### src/ltc_map.vh
/*
  Constants for the limit-alarm output block: APB register offsets, field
  positions, source-select codes and reset values.
  Assumes it is included by bare name from each design file that needs it.
*/
// Notes on behaviour
// - reference source follows its on/off bit, readable
// - reference source off after reset
// - alarm 1 upper window, alarm 2 lower
// - per-output polarity: failure drives high or low
// - polarity resets to active-low
// - polarity readback: 1 high, 0 low
// - per-output source: lower, upper or either
// - either-choice asserts on OR of failures
// - source resets to upper-bound failure
// - source readback returns the code in effect
// - independent enable per alarm output
// - both alarm outputs disabled after reset
// - enable readback: 1 enabled, 0 disabled
// - compare power against limits continuously, flag failures
`ifndef LTC_MAP_VH
`define LTC_MAP_VH

// ****************************************************************
// bus and data widths
// ****************************************************************
`define LTC_ADDR_W 8
`define LTC_PWR_W 16
`define LTC_IRQ_W 4

// ****************************************************************
// register byte offsets
// ****************************************************************
`define LTC_OFS_REF 8'h00
`define LTC_OFS_CFG1 8'h04
`define LTC_OFS_CFG2 8'h08
`define LTC_OFS_W1_LOW 8'h0c
`define LTC_OFS_W1_HIGH 8'h10
`define LTC_OFS_W2_LOW 8'h14
`define LTC_OFS_W2_HIGH 8'h18
`define LTC_OFS_STATUS 8'h1c
`define LTC_OFS_IRQ_STAT 8'h20
`define LTC_OFS_IRQ_CLR 8'h24
`define LTC_OFS_IRQ_EN 8'h28

// ****************************************************************
// field positions
// ****************************************************************
`define LTC_REF_ON 0
`define LTC_CFG_EN 0
`define LTC_CFG_POL 1
`define LTC_CFG_FEED_LO 2
`define LTC_CFG_FEED_HI 3
`define LTC_ST_W1_LOW 0
`define LTC_ST_W1_HIGH 1
`define LTC_ST_W2_LOW 2
`define LTC_ST_W2_HIGH 3
`define LTC_ST_ALM1 4
`define LTC_ST_ALM2 5
`define LTC_ST_REF 6

// ****************************************************************
// source-select codes and reset values
// ****************************************************************
`define LTC_FEED_LOW 2'h0
`define LTC_FEED_UPP 2'h1
`define LTC_FEED_BOTH 2'h2
`define LTC_RST_FEED 2'h1
`define LTC_RST_POL 1'h0
`define LTC_RST_EN 1'h0
`define LTC_RST_REF 1'h0
`define LTC_RST_LOW_LIM 16'h8000
`define LTC_RST_HIGH_LIM 16'h7fff
`define LTC_RST_ALARM 1'h1
`define LTC_ZERO32 32'h0000_0000

`endif

### src/ltc_limit_cmp.v
/*
  One window's limit comparator: flags power below the low bound and
  above the high bound, registered.
  Assumes power and limits are signed two's complement, synchronous to clk.
*/
`timescale 1ns/10ps
`default_nettype none
`include "ltc_map.vh"

module ltc_limit_cmp (
  input wire clk,
  input wire rst,
  input wire [`LTC_PWR_W-1:0] power,
  input wire [`LTC_PWR_W-1:0] low_lim,
  input wire [`LTC_PWR_W-1:0] high_lim,
  output reg low_fail_q,
  output reg high_fail_q
);

  // ****************************************************************
  // comparison
  // ****************************************************************
  // compared every cycle, so a failure is flagged one edge after the sample
  always @(posedge clk) begin
    if (rst) begin
      low_fail_q <= 1'b0;
      high_fail_q <= 1'b0;
    end else begin
      low_fail_q <= ($signed(power) < $signed(low_lim));
      high_fail_q <= ($signed(power) > $signed(high_lim));
    end
  end

endmodule
`default_nettype wire

### src/ltc_alarm_drv.v
/*
  One alarm output driver: picks the failure source, applies enable and
  polarity, and registers the pin level.
  Assumes feed holds only legal codes; the register file refuses others.
*/
`timescale 1ns/10ps
`default_nettype none
`include "ltc_map.vh"

module ltc_alarm_drv (
  input wire clk,
  input wire rst,
  input wire enable,
  input wire active_high,
  input wire [1:0] feed,
  input wire low_fail,
  input wire high_fail,
  output reg alarm_q
);

  reg selected;

  // ****************************************************************
  // source selection
  // ****************************************************************
  // code 3 cannot be stored, the default only keeps the mux complete
  always @* begin
    case (feed)
      `LTC_FEED_LOW: selected = low_fail;
      `LTC_FEED_UPP: selected = high_fail;
      `LTC_FEED_BOTH: selected = low_fail | high_fail;
      default: selected = 1'b0;
    endcase
  end

  // ****************************************************************
  // pin level
  // ****************************************************************
  // idle level is the inverse of the active level, so reset shows high
  always @(posedge clk) begin
    if (rst) begin
      alarm_q <= `LTC_RST_ALARM;
    end else begin
      alarm_q <= (enable & selected) ^ ~active_high;
    end
  end

endmodule
`default_nettype wire

### src/ltc_top.v
/*
  Limit-alarm output block top: APB register file, reference source
  switch, two window comparators, two alarm drivers and an interrupt.
  Assumes one clock, synchronous active-high reset, and power samples
  and APB signals synchronous to core_clk.
*/
`timescale 1ns/10ps
`default_nettype none
`include "ltc_map.vh"

module ltc_top (
  input wire core_clk,
  input wire sys_rst,
  input wire psel,
  input wire penable,
  input wire pwrite,
  input wire [`LTC_ADDR_W-1:0] paddr,
  input wire [31:0] pwdata,
  input wire [3:0] pstrb,
  output reg [31:0] prdata,
  output wire pready,
  output wire pslverr,
  input wire [`LTC_PWR_W-1:0] upper_window_power,
  input wire [`LTC_PWR_W-1:0] lower_window_power,
  output wire upper_window_alarm_out,
  output wire lower_window_alarm_out,
  output wire reference_source_switch_cmd,
  output wire irq
);

  // ****************************************************************
  // functions
  // ****************************************************************
  // byte-lane merge, shared by every writable register except the interrupt clear, which takes pwdata whole
  function [31:0] fn_merge;
    input [31:0] old;
    input [31:0] wdata;
    input [3:0] strb;
    integer i;
    begin
      fn_merge = old;
      for (i = 0; i < 4; i = i + 1) begin
        if (strb[i]) begin
          fn_merge[i*8 +: 8] = wdata[i*8 +: 8];
        end
      end
    end
  endfunction

  // only the three selector codes are legal
  function fn_feed_ok;
    input [1:0] code;
    begin
      fn_feed_ok = (code == `LTC_FEED_LOW) || (code == `LTC_FEED_UPP) ||
        (code == `LTC_FEED_BOTH);
    end
  endfunction

  // address decode, also used for the error answer
  function fn_mapped;
    input [`LTC_ADDR_W-1:0] addr;
    begin
      case (addr)
        `LTC_OFS_REF, `LTC_OFS_CFG1, `LTC_OFS_CFG2,
        `LTC_OFS_W1_LOW, `LTC_OFS_W1_HIGH, `LTC_OFS_W2_LOW,
        `LTC_OFS_W2_HIGH, `LTC_OFS_STATUS, `LTC_OFS_IRQ_STAT,
        `LTC_OFS_IRQ_CLR, `LTC_OFS_IRQ_EN: fn_mapped = 1'b1;
        default: fn_mapped = 1'b0;
      endcase
    end
  endfunction

  // ****************************************************************
  // declarations
  // ****************************************************************
  reg ref_on_q;
  reg en1_q;
  reg pol1_q;
  reg [1:0] feed1_q;
  reg en2_q;
  reg pol2_q;
  reg [1:0] feed2_q;
  reg [`LTC_PWR_W-1:0] w1_low_q;
  reg [`LTC_PWR_W-1:0] w1_high_q;
  reg [`LTC_PWR_W-1:0] w2_low_q;
  reg [`LTC_PWR_W-1:0] w2_high_q;
  reg [`LTC_IRQ_W-1:0] irq_stat_q;
  reg [`LTC_IRQ_W-1:0] irq_stat_d;
  reg [`LTC_IRQ_W-1:0] irq_en_q;
  reg [`LTC_IRQ_W-1:0] fail_prev_q;
  reg [31:0] prdata_d;
  reg [31:0] cfg1_m;
  reg [31:0] cfg2_m;
  reg [31:0] ref_m;
  reg [31:0] lim_m;
  reg [31:0] irq_m;
  wire wr_access;
  wire setup_rd;
  wire upper_window_low_bound_fail;
  wire upper_window_high_bound_fail;
  wire lower_window_low_bound_fail;
  wire lower_window_high_bound_fail;
  wire alarm1_pin;
  wire alarm2_pin;
  wire [`LTC_IRQ_W-1:0] fail_now;
  wire [`LTC_IRQ_W-1:0] fail_rise;
  wire [`LTC_IRQ_W-1:0] irq_clr;

  // ****************************************************************
  // apb handshake
  // ****************************************************************
  // zero wait states: the access phase always completes at its first edge
  assign pready = psel & penable;
  assign pslverr = psel & penable & ~fn_mapped(paddr);
  assign wr_access = psel & penable & pwrite & fn_mapped(paddr);
  assign setup_rd = psel & ~penable & ~pwrite;

  // merged write values for each register shape
  always @* begin
    ref_m = fn_merge({31'h0000_0000, ref_on_q}, pwdata, pstrb);
    cfg1_m = fn_merge({28'h000_0000, feed1_q, pol1_q, en1_q}, pwdata, pstrb);
    cfg2_m = fn_merge({28'h000_0000, feed2_q, pol2_q, en2_q}, pwdata, pstrb);
    irq_m = fn_merge({28'h000_0000, irq_en_q}, pwdata, pstrb);
    case (paddr)
      `LTC_OFS_W1_LOW: lim_m = fn_merge({16'h0000, w1_low_q}, pwdata, pstrb);
      `LTC_OFS_W1_HIGH: lim_m = fn_merge({16'h0000, w1_high_q}, pwdata, pstrb);
      `LTC_OFS_W2_LOW: lim_m = fn_merge({16'h0000, w2_low_q}, pwdata, pstrb);
      `LTC_OFS_W2_HIGH: lim_m = fn_merge({16'h0000, w2_high_q}, pwdata, pstrb);
      default: lim_m = `LTC_ZERO32;
    endcase
  end

  // ****************************************************************
  // control registers
  // ****************************************************************
  // an illegal source code leaves the previous selection in force
  always @(posedge core_clk) begin
    if (sys_rst) begin
      ref_on_q <= `LTC_RST_REF;
      en1_q <= `LTC_RST_EN;
      en2_q <= `LTC_RST_EN;
      pol1_q <= `LTC_RST_POL;
      pol2_q <= `LTC_RST_POL;
      feed1_q <= `LTC_RST_FEED;
      feed2_q <= `LTC_RST_FEED;
      w1_low_q <= `LTC_RST_LOW_LIM;
      w1_high_q <= `LTC_RST_HIGH_LIM;
      w2_low_q <= `LTC_RST_LOW_LIM;
      w2_high_q <= `LTC_RST_HIGH_LIM;
      irq_en_q <= {`LTC_IRQ_W{1'b0}};
    end else if (wr_access) begin
      case (paddr)
        `LTC_OFS_REF: begin
          ref_on_q <= ref_m[`LTC_REF_ON];
        end
        `LTC_OFS_CFG1: begin
          en1_q <= cfg1_m[`LTC_CFG_EN];
          pol1_q <= cfg1_m[`LTC_CFG_POL];
          if (fn_feed_ok(cfg1_m[`LTC_CFG_FEED_HI:`LTC_CFG_FEED_LO])) begin
            feed1_q <= cfg1_m[`LTC_CFG_FEED_HI:`LTC_CFG_FEED_LO];
          end
        end
        `LTC_OFS_CFG2: begin
          en2_q <= cfg2_m[`LTC_CFG_EN];
          pol2_q <= cfg2_m[`LTC_CFG_POL];
          if (fn_feed_ok(cfg2_m[`LTC_CFG_FEED_HI:`LTC_CFG_FEED_LO])) begin
            feed2_q <= cfg2_m[`LTC_CFG_FEED_HI:`LTC_CFG_FEED_LO];
          end
        end
        `LTC_OFS_W1_LOW: begin
          w1_low_q <= lim_m[`LTC_PWR_W-1:0];
        end
        `LTC_OFS_W1_HIGH: begin
          w1_high_q <= lim_m[`LTC_PWR_W-1:0];
        end
        `LTC_OFS_W2_LOW: begin
          w2_low_q <= lim_m[`LTC_PWR_W-1:0];
        end
        `LTC_OFS_W2_HIGH: begin
          w2_high_q <= lim_m[`LTC_PWR_W-1:0];
        end
        `LTC_OFS_IRQ_EN: begin
          irq_en_q <= irq_m[`LTC_IRQ_W-1:0];
        end
        default: begin
          ref_on_q <= ref_on_q;
        end
      endcase
    end
  end

  assign reference_source_switch_cmd = ref_on_q;

  // ****************************************************************
  // window comparators
  // ****************************************************************
  // each window keeps its own pair of bounds
  ltc_limit_cmp u_cmp_upper (
    .clk(core_clk),
    .rst(sys_rst),
    .power(upper_window_power),
    .low_lim(w1_low_q),
    .high_lim(w1_high_q),
    .low_fail_q(upper_window_low_bound_fail),
    .high_fail_q(upper_window_high_bound_fail)
  );

  ltc_limit_cmp u_cmp_lower (
    .clk(core_clk),
    .rst(sys_rst),
    .power(lower_window_power),
    .low_lim(w2_low_q),
    .high_lim(w2_high_q),
    .low_fail_q(lower_window_low_bound_fail),
    .high_fail_q(lower_window_high_bound_fail)
  );

  // ****************************************************************
  // alarm drivers
  // ****************************************************************
  // wiring is fixed: driver 1 sees only the upper window, 2 the lower
  ltc_alarm_drv u_alarm1 (
    .clk(core_clk),
    .rst(sys_rst),
    .enable(en1_q),
    .active_high(pol1_q),
    .feed(feed1_q),
    .low_fail(upper_window_low_bound_fail),
    .high_fail(upper_window_high_bound_fail),
    .alarm_q(alarm1_pin)
  );

  ltc_alarm_drv u_alarm2 (
    .clk(core_clk),
    .rst(sys_rst),
    .enable(en2_q),
    .active_high(pol2_q),
    .feed(feed2_q),
    .low_fail(lower_window_low_bound_fail),
    .high_fail(lower_window_high_bound_fail),
    .alarm_q(alarm2_pin)
  );

  assign upper_window_alarm_out = alarm1_pin;
  assign lower_window_alarm_out = alarm2_pin;

  // ****************************************************************
  // interrupt
  // ****************************************************************
  // events are onsets of each failure flag, independent of output enables
  assign fail_now = {lower_window_high_bound_fail, lower_window_low_bound_fail,
    upper_window_high_bound_fail, upper_window_low_bound_fail};
  assign fail_rise = fail_now & ~fail_prev_q;
  assign irq_clr = (wr_access && (paddr == `LTC_OFS_IRQ_CLR)) ?
    pwdata[`LTC_IRQ_W-1:0] : {`LTC_IRQ_W{1'b0}};

  // a new event in the clearing cycle survives the clear
  always @* begin
    irq_stat_d = (irq_stat_q & ~irq_clr) | fail_rise;
  end

  always @(posedge core_clk) begin
    if (sys_rst) begin
      irq_stat_q <= {`LTC_IRQ_W{1'b0}};
      fail_prev_q <= {`LTC_IRQ_W{1'b0}};
    end else begin
      irq_stat_q <= irq_stat_d;
      fail_prev_q <= fail_now;
    end
  end

  assign irq = |(irq_stat_q & irq_en_q);

  // ****************************************************************
  // read data
  // ****************************************************************
  // sampled in the setup cycle so prdata is a flop during the access
  always @* begin
    prdata_d = `LTC_ZERO32;
    case (paddr)
      `LTC_OFS_REF: prdata_d[`LTC_REF_ON] = ref_on_q;
      `LTC_OFS_CFG1: begin
        prdata_d[`LTC_CFG_EN] = en1_q;
        prdata_d[`LTC_CFG_POL] = pol1_q;
        prdata_d[`LTC_CFG_FEED_HI:`LTC_CFG_FEED_LO] = feed1_q;
      end
      `LTC_OFS_CFG2: begin
        prdata_d[`LTC_CFG_EN] = en2_q;
        prdata_d[`LTC_CFG_POL] = pol2_q;
        prdata_d[`LTC_CFG_FEED_HI:`LTC_CFG_FEED_LO] = feed2_q;
      end
      `LTC_OFS_W1_LOW: prdata_d[`LTC_PWR_W-1:0] = w1_low_q;
      `LTC_OFS_W1_HIGH: prdata_d[`LTC_PWR_W-1:0] = w1_high_q;
      `LTC_OFS_W2_LOW: prdata_d[`LTC_PWR_W-1:0] = w2_low_q;
      `LTC_OFS_W2_HIGH: prdata_d[`LTC_PWR_W-1:0] = w2_high_q;
      `LTC_OFS_STATUS: begin
        prdata_d[`LTC_ST_W2_HIGH:`LTC_ST_W1_LOW] = fail_now;
        prdata_d[`LTC_ST_ALM1] = alarm1_pin;
        prdata_d[`LTC_ST_ALM2] = alarm2_pin;
        prdata_d[`LTC_ST_REF] = ref_on_q;
      end
      `LTC_OFS_IRQ_STAT: prdata_d[`LTC_IRQ_W-1:0] = irq_stat_q;
      `LTC_OFS_IRQ_EN: prdata_d[`LTC_IRQ_W-1:0] = irq_en_q;
      default: prdata_d = `LTC_ZERO32;
    endcase
  end

  always @(posedge core_clk) begin
    if (sys_rst) begin
      prdata <= `LTC_ZERO32;
    end else if (setup_rd) begin
      prdata <= prdata_d;
    end
  end

endmodule
`default_nettype wire

### config.mk
export PLATFORM = sky130hd
export DESIGN_NAME = ltc_top
export DESIGN_NICKNAME = d
export VERILOG_FILES = /design/src/ltc_limit_cmp.v /design/src/ltc_alarm_drv.v /design/src/ltc_top.v
export VERILOG_INCLUDE_DIRS = /design/src /design/src/src
export SDC_FILE = /design/constraint.sdc
export NUM_CORES = 1
export LEC_CHECK = 0
export ABC_CLOCK_PERIOD_IN_PS = 2200
export BUFFER_PORTS_ARGS = -buffer_cell sky130_fd_sc_hd__buf_4
export CAP_MARGIN = 20
export CELL_PAD_IN_SITES_DETAIL_PLACEMENT = 0
export CELL_PAD_IN_SITES_GLOBAL_PLACEMENT = 1
export CORE_AREA = 2 2 128 130
export CTS_BUF_LIST = sky130_fd_sc_hd__clkbuf_8
export DETAILED_ROUTE_END_ITERATION = 10
export DIE_AREA = 0 0 130 132
export GPL_TIMING_DRIVEN = 0
export PLACE_DENSITY_LB_ADDON = 0.12
export SLEW_MARGIN = 5
export SYNTH_ARGS = -nofsm -noshare
export SYNTH_HDL_FRONTEND = slang
export SYNTH_SLANG_ARGS = --single-unit
export TNS_END_PERCENT = 1
### constraint.sdc
create_clock -name core_clk -period 2.2 [get_ports core_clk]
set_input_delay 0.44 -clock core_clk [delete_from_list [all_inputs] [get_ports core_clk]]
set_output_delay 0.44 -clock core_clk [all_outputs]
set_load 0.01 [all_outputs]
==> reports/qor.txt <==
RSZ-0062 raised after global routing: false
Main synth FF type: dfxtp_1
Fin Setup TNS: 0 ns
Combinational Power Share: 16.4%
Hold Crit Class: in2reg
Pin count of the biggest net entering global routing: 18
Drt via density: 5.48
Reg2reg end: u_cmp_upper.low_fail_q
Vias in the first global route: 6055
Seq/Total Area, Yosys: 32.0%
Inserted Clock Buffers: 9
Critical Path RT: 2.46 ns
Max-Slew Margin vs Limit: 46.9%
# IOs: 119
Synth cell types: 67
Die Span X: 130 um
Setup crit end kind: flop
PnR worst setup slack: 0.101 ns
Reg power frac: 53.5%
Fin Clk Skew: 0.0103 ns
Lkg Pwr: 3.37 nW
Fin nets: 1054
Die height: 132 um
Total track usage: 24.8%
P_int: 2.62 mW
Antenna viol nets, final: 0
Root Driver: clkbuf_8
Clock share of power: 30.1%
Clk slew on worst S/H paths: 0.10 ns
Synth warn: 0
Mapped cell area: 6700 sq um
Initial antenna violation count: 0
Core ar.: 15700 sq um
Switch share: 29.1%
Crit path max fanout: 10
FMAX: 476 MHz
Remaining DRCs: 0
Met1 WL: 8890 um
Switch Pwr: 1.08 mW
Final Hold Slack: 0.331 ns
FF-to-FF path depth: 6
Total power: 3.70 mW
Fin. Hold Viols: 0
Pre-CTS WS: -0.329 ns
I/O Buffers: 81
Final period util: 95.4%
Drt wl/cell: 18.6 um
Final setup viols: 0
Clock latency at the later pin of the worst-skew pair: 0.39 ns
First-pass GRT wire length: 32600 um
Cts hold-fix bufs: 0
Gr ovfl total: 0
Effective utilization at floorplan: 42.6%
Min Tclk post-route: 2.10 ns
Seq cells post-synth: 107
Clk sinks: 107
Syn Area/Cell: 8.33 sq um
Detailed Route Iter0 Violations: 457
TritonCTS clock tree: done
Crit path kind: in2reg
Asr flop ratio synth: 0%
Routed WL: 21000 um
TritonRoute pass-1 iters: 5
Cells after Synth: 804
Dpl hpwl: 17200 um
Critical Path AT: 2.36 ns
Status: complete, no violations
Top sig layer: met4
Area Overhead vs Synth: 16.6%
R2R Setup Slk: 0.27 ns
Rows: 46
Slew Viols, Final: 0
Met3 routed WL: 903 um
Clock Tree Buf Depth: 2
Worst Setup EP: prdata[2]
Via count: 6207
CTS resizes: 0
Max-cap viol count: 0
Worst setup path start: paddr[2]
Slew @ Worst Pin: 0.793 ns
Worst IR Drop VDD: 351 uV
GPL Wtd Cong: 0.879
Post-synth EDFFs: 0
Crit start category: input port
H-tree depth: 3
Reg2reg start: w1_low_q[1]
Layout cells sized above 1: 17.7%
Diodes inserted: 0
Die Area: 17200 sq um
Setup Buffers After CTS: 0
Power per cell area: 474 nW/um^2
Routed length on met2: 10700 um
==> power groups by stage <==
stage / clock [mW] / sequential [mW] / combinational [mW]
after floorplan: 0 / 2.02 / 0.340
after global placement: 0 / 2.02 / 0.586
after detailed placement: 0 / 2.03 / 0.599
after CTS: 1.14 / 1.98 / 0.602
after global routing: 1.22 / 1.98 / 0.666
final: 1.11 / 1.98 / 0.607
==> flip-flops by register name, indices dropped and copies added (netlist names), 2 cells and up <==
register	flops
w2_low_q	16
prdata	16
irq_en_q	4
irq_stat_q	4
feed1_q	2
w2_high_q	16
w1_high_q	16
w1_low_q	16
fail_prev_q	4
feed2_q	2
==> cell usage in the layout, fill, tap and decap left out, drive strengths merged, types with 8 or more instances in the layout <==
cell type / count
o22ai: 15
buf: 117
a22oi: 14
ha: 62
o21a: 13
o31ai: 18
mux2i: 33
nand2b: 13
clkbuf: 34
nor2b: 8
dfxtp: 107
nand3: 16
a221oi: 8
nand2: 72
inv: 73
o21ai: 66
conb: 16
nor2: 49
nor3: 17
a211oi: 10
a21oi: 64
==> worst max-delay path: stages <==
cell and delay, ns:
clkbuf_1 0.24, clkbuf_4 0.32, buf_2 0.30, mux2i_1 0.22, mux2i_1 0.10, a221o_1 0.33, a31oi_1 0.32, nor3_1 0.10
==> layout make-up <==
class                           instances  area, sq um
Sequential cell                       107         2140
Timing Repair Buffer                   81          608
Fill cell                            1572         7900
Clock buffer                            9          124
Buffer                                 61          333
Tap cell                              216          270
Inverter                               70          263
Multi-Input combinational cell        581         4030
Clock inverter                          7         45.0
==> metal layers <==
layer / global-route usage, % / vias to the layer above
li1: - / 3068
met1: 30.6 / 2905
met2: 44.3 / 204
met3: 3.98 / 30
met4: 6.39 / 0
met5: 0 / -
==> metrics by stage <==
stage,instance area [sq um],utilization (%),std cells
finish,7810,49.7,1132
global route,7810,49.7,1132
CTS,7800,49.6,1132
detailed placement,7630,48.6,1116
global placement,7630,48.6,1116
floorplan,6750,-,819
==> cell families after synthesis <==
| group | share of synthesized area [%] |
|---|---|
| AOI/OAI and AO/OA | 25.0 |
| xor gates and xnor gates | 0.392 |
| adders and majority gates | 11.6 |
| buffers and inverters | 8.84 |
| DFF | 32.0 |
| muxes | 5.94 |
| other | 0.0560 |
| and+or+nand+nor | 16.2 |
==> worst min path at each step <==
stage,cells past startpoint,end,start
6_report,3,irq_en_q[2],pwdata[2]
5_1_grt,3,irq_en_q[2],pwdata[2]
4_1_cts,3,irq_en_q[2],pwdata[2]
3_5_place_dp,2,w2_high_q[5],w2_high_q[5]
3_3_place_gp,2,w2_high_q[13],w2_high_q[13]
2_1_floorplan,2,w2_low_q[10],w2_low_q[10]
==> synthesized netlist by cell type, drive strengths merged (2+ instances only) <==
cell type / n / share of area, %
o31ai: 18 / 2.8
or2: 2 / 0.19
xnor2: 2 / 0.26
a21oi: 64 / 4.8
nor3: 17 / 1.3
nor2: 49 / 3.0
o21ai: 66 / 4.9
nand4: 7 / 0.65
a22o: 4 / 0.52
clkbuf: 24 / 1.3
a211oi: 10 / 1.3
buf: 37 / 3.6
ha: 62 / 12
nand2b: 13 / 1.2
o21a: 13 / 1.5
nand2: 72 / 4.0
mux2: 4 / 0.67
mux2i: 33 / 4.9
o221ai: 3 / 0.39
o22ai: 15 / 1.4
and3: 7 / 0.65
a31oi: 2 / 0.19
nand3b: 5 / 0.56
nor2b: 8 / 0.75
a2111oi: 4 / 0.52
inv: 70 / 3.9
a21o: 4 / 0.45
a221o: 5 / 0.75
nor4: 6 / 1.0
nor3b: 3 / 0.41
dfxtp: 107 / 32
or4: 2 / 0.34
and2: 3 / 0.28
o2111ai: 2 / 0.26
a311oi: 5 / 0.75
nand3: 16 / 1.2
or4b: 2 / 0.30
o211ai: 3 / 0.34
a221oi: 8 / 1.0
a22oi: 14 / 1.9
o2bb2ai: 2 / 0.26
Note: power is estimated with default switching activity, not from simulation.
